`config.mk`:
```
export PLATFORM = sky130hd
export DESIGN_NAME = axirc_top
export DESIGN_NICKNAME = d
export VERILOG_FILES = /design/src/common/axirc_pkg.sv /design/src/design/axirc_pulse.sv /design/src/design/axirc_sync.sv /design/src/design/axirc_top.sv
export SDC_FILE = /design/constraint.sdc
export NUM_CORES = 1
export LEC_CHECK = 0
export ABC_AREA = 1
export BUFFER_PORTS_ARGS = -buffer_cell sky130_fd_sc_hd__buf_4
export CAP_MARGIN = 20
export CORE_ASPECT_RATIO = 0.8
export CORE_UTILIZATION = 60
export DETAILED_ROUTE_END_ITERATION = 6
export GPL_ROUTABILITY_DRIVEN = 0
export PLACE_DENSITY = 0.86
export SLEW_MARGIN = 20
export SYNTH_ARGS = -nofsm -noshare
export SYNTH_HDL_FRONTEND = slang
export SYNTH_SLANG_ARGS = --single-unit
```
`constraint.sdc`:
```
create_clock -name mclk -period 4.66 [get_ports mclk]
set_input_delay 0 -clock mclk [delete_from_list [all_inputs] [get_ports mclk]]
set_output_delay 0 -clock mclk [all_outputs]
set_load 0.005 [all_outputs]
```
`src/common/axirc_pkg.sv`:
```
// Constants shared by the axis input response block.
package axirc_pkg;
  // Register byte offsets on the APB slave.
  localparam logic [7:0] OFF_ENV1 = 8'h00;
  localparam logic [7:0] OFF_STAT = 8'h04;
  localparam logic [7:0] OFF_MASK = 8'h08;
  localparam logic [31:0] ENV1_RST = 32'h0000_0000;
  localparam logic [31:0] MASK_RST = 32'h0000_0000;

  // Field positions in axis_environment_setting_one.
  localparam int LIMIT_STOP_MODE_SEL    = 3;
  localparam int SLOWDOWN_ACTION_SEL    = 4;
  localparam int SLOWDOWN_LATCH_EN      = 5;
  localparam int SLOWDOWN_POLARITY      = 6;
  localparam int ORIGIN_POLARITY        = 7;
  localparam int ALARM_STOP_MODE_SEL    = 8;
  localparam int ALARM_POLARITY         = 9;
  localparam int CLEAR_ON_EMERG_STOP_EN = 10;
  localparam int CLEAR_ON_HOME_DONE_EN  = 11;
  localparam int CLEAR_PULSE_WIDTH_LSB  = 12;
  localparam int CLEAR_PULSE_WIDTH_MSB  = 14;

  // Status bit positions; the mask register has the same layout.
  localparam int ST_LIMIT_IMM   = 0;
  localparam int ST_LIMIT_DEC   = 1;
  localparam int ST_SLOWDOWN    = 2;
  localparam int ST_ALARM       = 3;
  localparam int ST_EMERGENCY   = 4;
  localparam int ST_HOME_CLEAR  = 5;
  localparam int ST_LIMIT_NORM  = 6;
  localparam int ST_W           = 7;

  // Synchroniser lanes for the sensor pins.
  localparam int PIN_LIMIT_POS = 0;
  localparam int PIN_LIMIT_NEG = 1;
  localparam int PIN_SLOWDOWN  = 2;
  localparam int PIN_ORIGIN    = 3;
  localparam int PIN_ALARM     = 4;
  localparam int PIN_EMERG     = 5;
  localparam int PIN_W         = 6;

  // Feed-to-end-limit operation mode pattern 010X000.
  localparam logic [6:0] FEED_LIMIT_MASK = 7'h77;
  localparam logic [6:0] FEED_LIMIT_CODE = 7'h20;

  // Clear pulse widths and their cycle counts at the reference clock.
  localparam int CLK_MHZ      = 100;
  localparam int PW0_NS       = 12000;
  localparam int PW1_NS       = 102000;
  localparam int PW2_NS       = 409000;
  localparam int PW3_NS       = 1600000;
  localparam int PW0_CYC      = PW0_NS * CLK_MHZ / 1000;
  localparam int PW1_CYC      = PW1_NS * CLK_MHZ / 1000;
  localparam int PW2_CYC      = PW2_NS * CLK_MHZ / 1000;
  localparam int PW3_CYC      = PW3_NS * CLK_MHZ / 1000;
  localparam int PW_CNT_W     = 18;
endpackage

```
`src/design/axirc_pulse.sv`:
```
// Deviation-clear pulse timer with selectable width.
`timescale 1ns/1ns
module axirc_pulse #(
  parameter int PW0 = axirc_pkg::PW0_CYC,
  parameter int PW1 = axirc_pkg::PW1_CYC,
  parameter int PW2 = axirc_pkg::PW2_CYC,
  parameter int PW3 = axirc_pkg::PW3_CYC
) (
  input  wire logic       mclk,     // Reference clock.
  input  wire logic       rst_b,    // Asynchronous reset, active low.
  input  wire logic       trig,     // One-cycle start of a pulse.
  input  wire logic [2:0] widthSel, // Pulse width code.
  output logic            pulse_r   // Clear pulse, active high.
);
  localparam int CW = axirc_pkg::PW_CNT_W;
  logic [CW-1:0] cnt_r;
  logic [CW-1:0] load;

  // Codes above 011 reuse the longest width.
  always_comb begin
    unique case (widthSel)
      3'h0:    load = CW'(PW0 - 1);
      3'h1:    load = CW'(PW1 - 1);
      3'h2:    load = CW'(PW2 - 1);
      default: load = CW'(PW3 - 1);
    endcase
  end

  // A new trigger during a pulse restarts the full width.
  always_ff @(posedge mclk or negedge rst_b) begin
    if (!rst_b) begin
      cnt_r   <= '0;
      pulse_r <= 1'b0;
    end else if (trig) begin
      cnt_r   <= load;
      pulse_r <= 1'b1;
    end else if (pulse_r) begin
      cnt_r   <= cnt_r - CW'(1);
      pulse_r <= (cnt_r != '0);
    end
  end
endmodule // axirc_pulse

```
`src/design/axirc_sync.sv`:
```
// Three-stage pin synchroniser with agreement filter.
`timescale 1ns/1ns
module axirc_sync #(
  parameter int WIDTH = 6
) (
  input  wire logic             mclk,   // Reference clock.
  input  wire logic             rst_b,  // Asynchronous reset, active low.
  input  wire logic [WIDTH-1:0] pinIn,  // Raw pin levels.
  output logic      [WIDTH-1:0] pinOut  // Filtered levels.
);
  logic [WIDTH-1:0] s1_r;
  logic [WIDTH-1:0] s2_r;
  logic [WIDTH-1:0] s3_r;
  wire  [WIDTH-1:0] agree = ~(s2_r ^ s3_r);

  // Pins idle high, since the sensor lines are pulled up.
  always_ff @(posedge mclk or negedge rst_b) begin
    if (!rst_b) begin
      s1_r   <= '1;
      s2_r   <= '1;
      s3_r   <= '1;
      pinOut <= '1;
    end else begin
      s1_r   <= pinIn;
      s2_r   <= s1_r;
      s3_r   <= s2_r;
      pinOut <= (agree & s2_r) | (~agree & pinOut);
    end
  end
endmodule // axirc_sync

```
`src/design/axirc_top.sv`:
```
// Axis sensor response, slow-down latch and deviation-clear control.
`timescale 1ns/1ns
module axirc_top #(
  parameter int PW0 = axirc_pkg::PW0_CYC,
  parameter int PW1 = axirc_pkg::PW1_CYC,
  parameter int PW2 = axirc_pkg::PW2_CYC,
  parameter int PW3 = axirc_pkg::PW3_CYC
) (
  input  wire logic        mclk,          // Reference clock, 100 MHz.
  input  wire logic        rst_b,         // Asynchronous reset, active low.
  input  wire logic        psel,          // APB select.
  input  wire logic        penable,       // APB access phase.
  input  wire logic        pwrite,        // APB write.
  input  wire logic [7:0]  paddr,         // APB byte address.
  input  wire logic [31:0] pwdata,        // APB write data.
  output logic      [31:0] prdata_r,      // APB read data.
  output logic             pready_r,      // APB ready.
  output logic             pslverr_r,     // APB error, unmapped address.
  input  wire logic        limitPos_b,    // Plus end limit pin, low active.
  input  wire logic        limitNeg_b,    // Minus end limit pin, low active.
  input  wire logic        slowdownIn,    // Slow-down pin.
  input  wire logic        originIn,      // Origin pin.
  input  wire logic        alarmIn,       // Alarm pin.
  input  wire logic        emergency_b,   // Common emergency pin, low active.
  input  wire logic        axisMoving,    // Axis is outputting pulses.
  input  wire logic        motionStart,   // One-cycle motion start.
  input  wire logic        homeDone,      // One-cycle zero return done.
  input  wire logic [6:0]  opMode,        // Operation mode field.
  output logic             immStop_r,     // One-cycle immediate stop.
  output logic             decelStop_r,   // One-cycle decelerating stop.
  output logic             slowDecel_r,   // Slow-down deceleration level.
  output logic             originDet_r,   // Origin sensed, level.
  output logic             devClear,      // Deviation-clear output pulse.
  output logic             irq_r          // Interrupt, level.
);
  logic [31:0]              env_r;
  logic [axirc_pkg::ST_W-1:0] stat_r;
  logic [axirc_pkg::ST_W-1:0] mask_r;
  logic [axirc_pkg::PIN_W-1:0] pins;
  logic                     sdLatch_r;
  logic                     limPosPrev_r;
  logic                     limNegPrev_r;
  logic                     sdEffPrev_r;
  logic                     almPrev_r;
  logic                     emgPrev_r;

  axirc_sync #(
    .WIDTH (axirc_pkg::PIN_W)
  ) u_sync (
    .mclk   (mclk),
    .rst_b  (rst_b),
    .pinIn  ({emergency_b, alarmIn, originIn, slowdownIn,
              limitNeg_b, limitPos_b}),
    .pinOut (pins)
  );

  function automatic logic sense(input logic lvl, input logic pol);
    sense = pol ? lvl : ~lvl;
  endfunction

  // Environment fields.
  wire limMode  = env_r[axirc_pkg::LIMIT_STOP_MODE_SEL];
  wire sdAction = env_r[axirc_pkg::SLOWDOWN_ACTION_SEL];
  wire sdLatEn  = env_r[axirc_pkg::SLOWDOWN_LATCH_EN];
  wire sdPol    = env_r[axirc_pkg::SLOWDOWN_POLARITY];
  wire orgPol   = env_r[axirc_pkg::ORIGIN_POLARITY];
  wire almMode  = env_r[axirc_pkg::ALARM_STOP_MODE_SEL];
  wire almPol   = env_r[axirc_pkg::ALARM_POLARITY];
  wire clrEmg   = env_r[axirc_pkg::CLEAR_ON_EMERG_STOP_EN];
  wire clrHome  = env_r[axirc_pkg::CLEAR_ON_HOME_DONE_EN];
  wire [2:0] pwSel = env_r[axirc_pkg::CLEAR_PULSE_WIDTH_MSB:
                           axirc_pkg::CLEAR_PULSE_WIDTH_LSB];

  // Sensed levels.
  wire limPosAct = ~pins[axirc_pkg::PIN_LIMIT_POS];
  wire limNegAct = ~pins[axirc_pkg::PIN_LIMIT_NEG];
  wire sdAct  = sense(pins[axirc_pkg::PIN_SLOWDOWN], sdPol);
  wire orgAct = sense(pins[axirc_pkg::PIN_ORIGIN], orgPol);
  wire almAct = sense(pins[axirc_pkg::PIN_ALARM], almPol);
  wire emgAct = ~pins[axirc_pkg::PIN_EMERG];

  // The latch is built so that a set in the clearing cycle still wins.
  wire sdLatchClr = ~sdLatEn | (motionStart & ~sdAct);
  wire sdLatchNxt = sdLatEn & (sdAct | (sdLatch_r & ~sdLatchClr));
  wire sdEff      = sdAct | sdLatch_r;

  // Edges; every stop event needs a moving axis.
  wire limEdge = (limPosAct & ~limPosPrev_r) | (limNegAct & ~limNegPrev_r);
  wire sdEdge  = sdEff & ~sdEffPrev_r;
  wire almEdge = almAct & ~almPrev_r;
  wire emgEdge = emgAct & ~emgPrev_r;
  wire limImm  = axisMoving & limEdge & ~limMode;
  wire limDec  = axisMoving & limEdge & limMode;
  wire almImm  = axisMoving & almEdge & ~almMode;
  wire almDec  = axisMoving & almEdge & almMode;
  wire emgImm  = axisMoving & emgEdge;
  wire sdStop  = axisMoving & sdEdge & sdAction;
  wire immNxt  = limImm | almImm | emgImm;
  wire decNxt  = limDec | almDec | sdStop;

  // Feed-to-limit only adds a normal-stop status bit to the limit stop.
  wire feedLimit = (opMode & axirc_pkg::FEED_LIMIT_MASK) ==
                   axirc_pkg::FEED_LIMIT_CODE;
  wire limNorm   = feedLimit & axisMoving & limEdge;

  // Of the stop terms only the immediate ones trigger, never the decelerating ones.
  wire clrTrig = (clrEmg & immNxt) |
                 (clrHome & homeDone);

  axirc_pulse #(
    .PW0 (PW0),
    .PW1 (PW1),
    .PW2 (PW2),
    .PW3 (PW3)
  ) u_pulse (
    .mclk     (mclk),
    .rst_b    (rst_b),
    .trig     (clrTrig),
    .widthSel (pwSel),
    .pulse_r  (devClear)
  );

  always_ff @(posedge mclk or negedge rst_b) begin
    if (!rst_b) begin
      sdLatch_r    <= 1'b0;
      limPosPrev_r <= 1'b0;
      limNegPrev_r <= 1'b0;
      sdEffPrev_r  <= 1'b0;
      almPrev_r    <= 1'b0;
      emgPrev_r    <= 1'b0;
      immStop_r    <= 1'b0;
      decelStop_r  <= 1'b0;
      slowDecel_r  <= 1'b0;
      originDet_r  <= 1'b0;
    end else begin
      sdLatch_r    <= sdLatchNxt;
      limPosPrev_r <= limPosAct;
      limNegPrev_r <= limNegAct;
      sdEffPrev_r  <= sdEff;
      almPrev_r    <= almAct;
      emgPrev_r    <= emgAct;
      immStop_r    <= immNxt;
      decelStop_r  <= decNxt;
      slowDecel_r  <= axisMoving & sdEff;
      originDet_r  <= orgAct;
    end
  end

  // APB slave: one wait state so that read data leaves a flip-flop.
  wire access  = psel & penable;
  wire capture = access & ~pready_r;
  wire selEnv  = paddr == axirc_pkg::OFF_ENV1;
  wire selStat = paddr == axirc_pkg::OFF_STAT;
  wire selMask = paddr == axirc_pkg::OFF_MASK;
  wire mapped  = selEnv | selStat | selMask;
  wire wrDone  = access & pready_r & pwrite;
  wire statClr = capture & ~pwrite & selStat;

  wire [axirc_pkg::ST_W-1:0] events = {limNorm, clrHome & homeDone,
                                       emgImm, almImm | almDec, sdEdge &
                                       axisMoving, limDec, limImm};
  wire [axirc_pkg::ST_W-1:0] statNxt = events | (stat_r &
                                       ~{axirc_pkg::ST_W{statClr}});
  wire [31:0] rdMux = selEnv  ? env_r :
                      selStat ? 32'(stat_r) :
                      selMask ? 32'(mask_r) : 32'h0000_0000;

  always_ff @(posedge mclk or negedge rst_b) begin
    if (!rst_b) begin
      env_r     <= axirc_pkg::ENV1_RST;
      mask_r    <= axirc_pkg::MASK_RST[axirc_pkg::ST_W-1:0];
      stat_r    <= '0;
      prdata_r  <= 32'h0000_0000;
      pready_r  <= 1'b0;
      pslverr_r <= 1'b0;
      irq_r     <= 1'b0;
    end else begin
      stat_r    <= statNxt;
      irq_r     <= |(statNxt & mask_r);
      pready_r  <= capture;
      pslverr_r <= capture & ~mapped;
      if (capture) begin
        prdata_r <= pwrite ? 32'h0000_0000 : rdMux;
      end
      if (wrDone && selEnv) begin
        env_r <= pwdata;
      end
      if (wrDone && selMask) begin
        mask_r <= pwdata[axirc_pkg::ST_W-1:0];
      end
    end
  end

  // Run length of the clear pulse, restarted by each trigger. The width code
  // must not change during a pulse, or this check compares the wrong width.
  localparam int CRW = axirc_pkg::PW_CNT_W;
  logic [CRW-1:0] clrRun_r;
  wire  [CRW-1:0] pwExp = pwSel == 3'h0 ? CRW'(PW0) :
                          pwSel == 3'h1 ? CRW'(PW1) :
                          pwSel == 3'h2 ? CRW'(PW2) : CRW'(PW3);

  always_ff @(posedge mclk or negedge rst_b) begin
    if (!rst_b) begin
      clrRun_r <= '0;
    end else if (clrTrig || !devClear) begin
      clrRun_r <= '0;
    end else begin
      clrRun_r <= clrRun_r + CRW'(1);
    end
  end
endmodule // axirc_top

```
==> reports/summary.md <==
• 0 — overflow left after global routing
• 0 — Max Transition Viols Final
• sky130_fd_sc_hd__nand2_1 — Most common cell on crit path
• 9190 sq um — area of the core region
• 639 — number of nets in the synthesized netlist
• 459 — number of fillers in the final layout
• 0.000269 V — maximum VDD drop
• done — TritonCTS clock tree
• 2.63 ns — endpoint arrival time on the critical path
• 31.5% — area growth from synthesis to layout
• 0 — antenna violations before repair
• 0.630 — starting utilization of the core area
• 134 — count of state elements after synthesis
• u_pulse.cnt_r[9] — endpoint of the worst-slack reg-to-reg timing path
• sky130_fd_sc_hd__dfstp_2 — cell with the largest stage delay on the worst path
• 0.264 — layout cell share with drive strength beyond 1
• 5 — hold-critical path depth
• 0 — Post-CTS Setup Bufs
• complete, but fails checks — outcome
• 853 — post-route non-filler standard cell count
• 7610 sq um — summed area of non-filler cells in the final layout
• DRC — violated checks
• 498 — number of violations reported at the end of detailed-routing iteration 0
• register — kind of end point of the critical path
• 0.06 ns — clock slew seen by the registers of the worst setup and hold paths
• 0 ns — Sum Neg Setup Slack
• 0.0121 — share of the synthesized netlist area taken by xor and xnor gates
• 787 — Final Net Count
• simple AND/OR/NAND/NOR gates — main combinational cell family by area after synthesis
• 0.348 — total global routing track utilization
• 777 — number of placed instances, taps included
• 0 — ANT cells
• 0 — count of nets left with antenna violations after detail routing
• 17 — total CTS buffers
• 5790 sq um — post-synth design cell area
• 0.828 — fraction of the core area covered by cells at the end of the flow
• 15 — largest fanout on the critical path
• 134 — sinks on the clock net
• pslverr_r — hold-critical path endpoint
• 4982 — routed vias
• 0.0557 — multiplexer share of the synthesized area
• sky130_fd_sc_hd__dfrtp_1, sky130_fd_sc_hd__nand2_1, sky130_fd_sc_hd__dfstp_2 — top cells by area, synth
• 0.210 — Synth Area in Simple Gates
• paddr[4] — hold_sp
• 99 — count of input and output buffers
• 0.767 ns — Slew @ Worst Pin
• 10.0 sq um — Post-Synthesis Mean Instance Area
• 0 — count of endpoints failing setup in the final report
• no — RSZ-0062 raised after global routing
• 101 — Top-Level Pins
• 26500 um — wire length of the first global-routing pass
• 3.95 nW — Pleak
• 31 — count of standard-cell rows
• 19.0 um — post-detailed-route wirelength per cell
• 438 MHz — achievable clock frequency
• 0 — number of maximum-capacitance violations
• 0.489 — slew margin rel.
• 0.0125 — adder and majority gate portion of the synthesized area
• 44 — count of hold buffers inserted by post-cts repair
• 2.28 ns — Final Critical Period
• 0 — Post-synth EDFFs
• 7 — Detailed Routing Iterations Pass 1
• 6600 sq um — post-place instance area
• 2.38 ns — final worst setup slack
• 0 — final count of hold timing violations
• 10100 sq um — area of the die
• primary input to register — worst min-delay path class
• 383 nW/um^2 — PwrDens
• 16200 um — final wirelength
• 9100 um — HPWL after detailed placement
• 2.52 ns — Worst Setup Slack post-DPL
• 0.475 — area share of the largest cell type after synthesis
• 0.56 ns — crit-path max cell delay
• sky130_fd_sc_hd__dfrtp_1 — predominant post-synthesis flop cell
• 577 — number of cells produced by synthesis
• 0.490 — portion of the clock cycle consumed by the worst path in the final layout
• 4 — CTS H-Tree Depth
• sky130_fd_sc_hd__dfrtp_1 — leading area contributor after synthesis
• 0 — synth warn
• 0.584 — portion of the post-synthesis area used by sequential elements
• sky130_fd_sc_hd__nand2_1, sky130_fd_sc_hd__dfrtp_1, sky130_fd_sc_hd__inv_1 — most frequent cells after synthesis
• 36 — Unique masters post-synth
• 2.38 ns — reg-to-reg slack, setup
• sky130_fd_sc_hd__nand2_1 — most instantiated library cell after synthesis
• 88 — pin count of the biggest net entering global routing
• 0 — Gates resized, CTS repair
• 89.9 um — Chip Height
• 5227 — number of global-route vias before repair
• 0.0782 — area fraction in compound gates after synthesis
• 6 — Residual DRC
• 112 um — overall die width
• inv_1 -> nand2_1 -> nand2_1 -> nand3_1 -> nand3_2 -> nand2_2 -> nand3_2 -> inv_2 -> nand2_1 -> nand2_1 — cell-by-cell listing of the critical path
• register to register — critical path class
• 1.00 — share of flip-flops with an asynchronous set or reset
• 10 — number of cells on the worst reg-to-reg path
• 0.00629 ns — worst clock skew on the final layout
• sky130_fd_sc_hd__clkbuf_16 — clock root cell
• 5.01 ns — WP data required
• 2.92 mW — Pwr Total
• 2 — Clock Tree Buf Depth
• 5.84 — via count normalized by instance count
• 0.42 ns — insertion delay of the later-clocked pin in the worst-skew pair
• 0.101 ns — Worst Hold Margin
• register — startpoint class of the critical path
cell families (layout without fill, tap and decap cells):
family	Yosys count	count (layout)
mux	22	22
xor+xnor	8	8
compound gates	63	63
buf+inv	63	224
fa+ha+maj	7	7
flops	134	134
simple gates	280	280
worst max-delay path, delay by kind of cell (launching register included):
kind          cells  cell delay [ns]
buf+inv           2             0.38
flops             1             0.56
simple gates      8             1.27
power by group:
part	leakage (nW)	total, mW	switching [mW]	internal, mW
combinational	1.98	0.327	0.182	0.144
clock	0.269	1.28	0.492	0.789
sequential	1.70	1.31	0.0681	1.24
layout make-up:
cell class	instances	area, sq um	share of cell area
clock buffers	25	495	0.0651
clock inverters	7	71.3	0.00937
inverters	46	173	0.0227
multi-input cells	380	2140	0.281
flip-flops and latches	134	3380	0.444
well taps	115	144	0.0189
repair buffers	146	1210	0.159
how the worst max path moves through the flow:
stage,start,endpoint,cells past startpoint
finish,register,u_pulse.cnt_r[9],10
floorplan,register,u_pulse.cnt_r[2],10
detailed placement,register,u_pulse.cnt_r[3],10
CTS,register,u_pulse.cnt_r[9],10
global route,register,u_pulse.cnt_r[9],10
global placement,register,u_pulse.cnt_r[5],10
flip-flops by register name (all words and copies together), names as in the netlist, 6 cells and up, named ones only:
signal,cells
u_sync.s1_r,6
mask_r,7
stat_r,7
prdata_r,32
u_sync.s2_r,6
u_pulse.cnt_r,18
env_r,32
u_sync.s3_r,6
cells in the final DEF, fill, tap and decap left out, types with 2 or more instances in the layout:
| master | synthesis | final |
|---|---|---|
| sky130_fd_sc_hd__clkbuf_1 | 6 | 4 |
| sky130_fd_sc_hd__mux2_4 | 20 | 20 |
| sky130_fd_sc_hd__o21ai_0 | 24 | 24 |
| sky130_fd_sc_hd__clkbuf_16 | 0 | 17 |
| sky130_fd_sc_hd__nand3b_1 | 2 | 2 |
| sky130_fd_sc_hd__buf_4 | 1 | 101 |
| sky130_fd_sc_hd__mux2_2 | 2 | 2 |
| sky130_fd_sc_hd__xnor2_1 | 3 | 3 |
| sky130_fd_sc_hd__clkinv_2 | 0 | 2 |
| sky130_fd_sc_hd__xor2_1 | 5 | 5 |
| sky130_fd_sc_hd__nand2_1 | 178 | 178 |
| sky130_fd_sc_hd__inv_2 | 2 | 2 |
| sky130_fd_sc_hd__dlygate4sd3_1 | 0 | 44 |
| sky130_fd_sc_hd__nor2_1 | 41 | 41 |
| sky130_fd_sc_hd__o211ai_1 | 8 | 8 |
| sky130_fd_sc_hd__nor4_1 | 2 | 2 |
| sky130_fd_sc_hd__a21oi_1 | 5 | 5 |
| sky130_fd_sc_hd__inv_1 | 44 | 44 |
| sky130_fd_sc_hd__nand3_2 | 2 | 2 |
| sky130_fd_sc_hd__dfstp_2 | 24 | 24 |
| sky130_fd_sc_hd__a32o_1 | 22 | 22 |
| sky130_fd_sc_hd__nor2_4 | 4 | 4 |
| sky130_fd_sc_hd__nor2_2 | 4 | 4 |
| sky130_fd_sc_hd__nand2_2 | 4 | 4 |
| sky130_fd_sc_hd__dfrtp_1 | 110 | 110 |
| sky130_fd_sc_hd__nand4_1 | 4 | 4 |
| sky130_fd_sc_hd__clkbuf_8 | 0 | 4 |
| sky130_fd_sc_hd__maj3_1 | 6 | 6 |
| sky130_fd_sc_hd__clkinvlp_4 | 0 | 3 |
| sky130_fd_sc_hd__nand3_1 | 35 | 35 |
layer usage:
metal / vias up / GRT usage / wire, um
li1: 2190 / - / -
met1: 2436 / 0.430 / 6080
met2: 299 / 0.582 / 8100
met3: 57 / 0.0843 / 1520
met4: 0 / 0.154 / 515
met5: - / 0 / 0
Power figures use the tool's default switching activity.
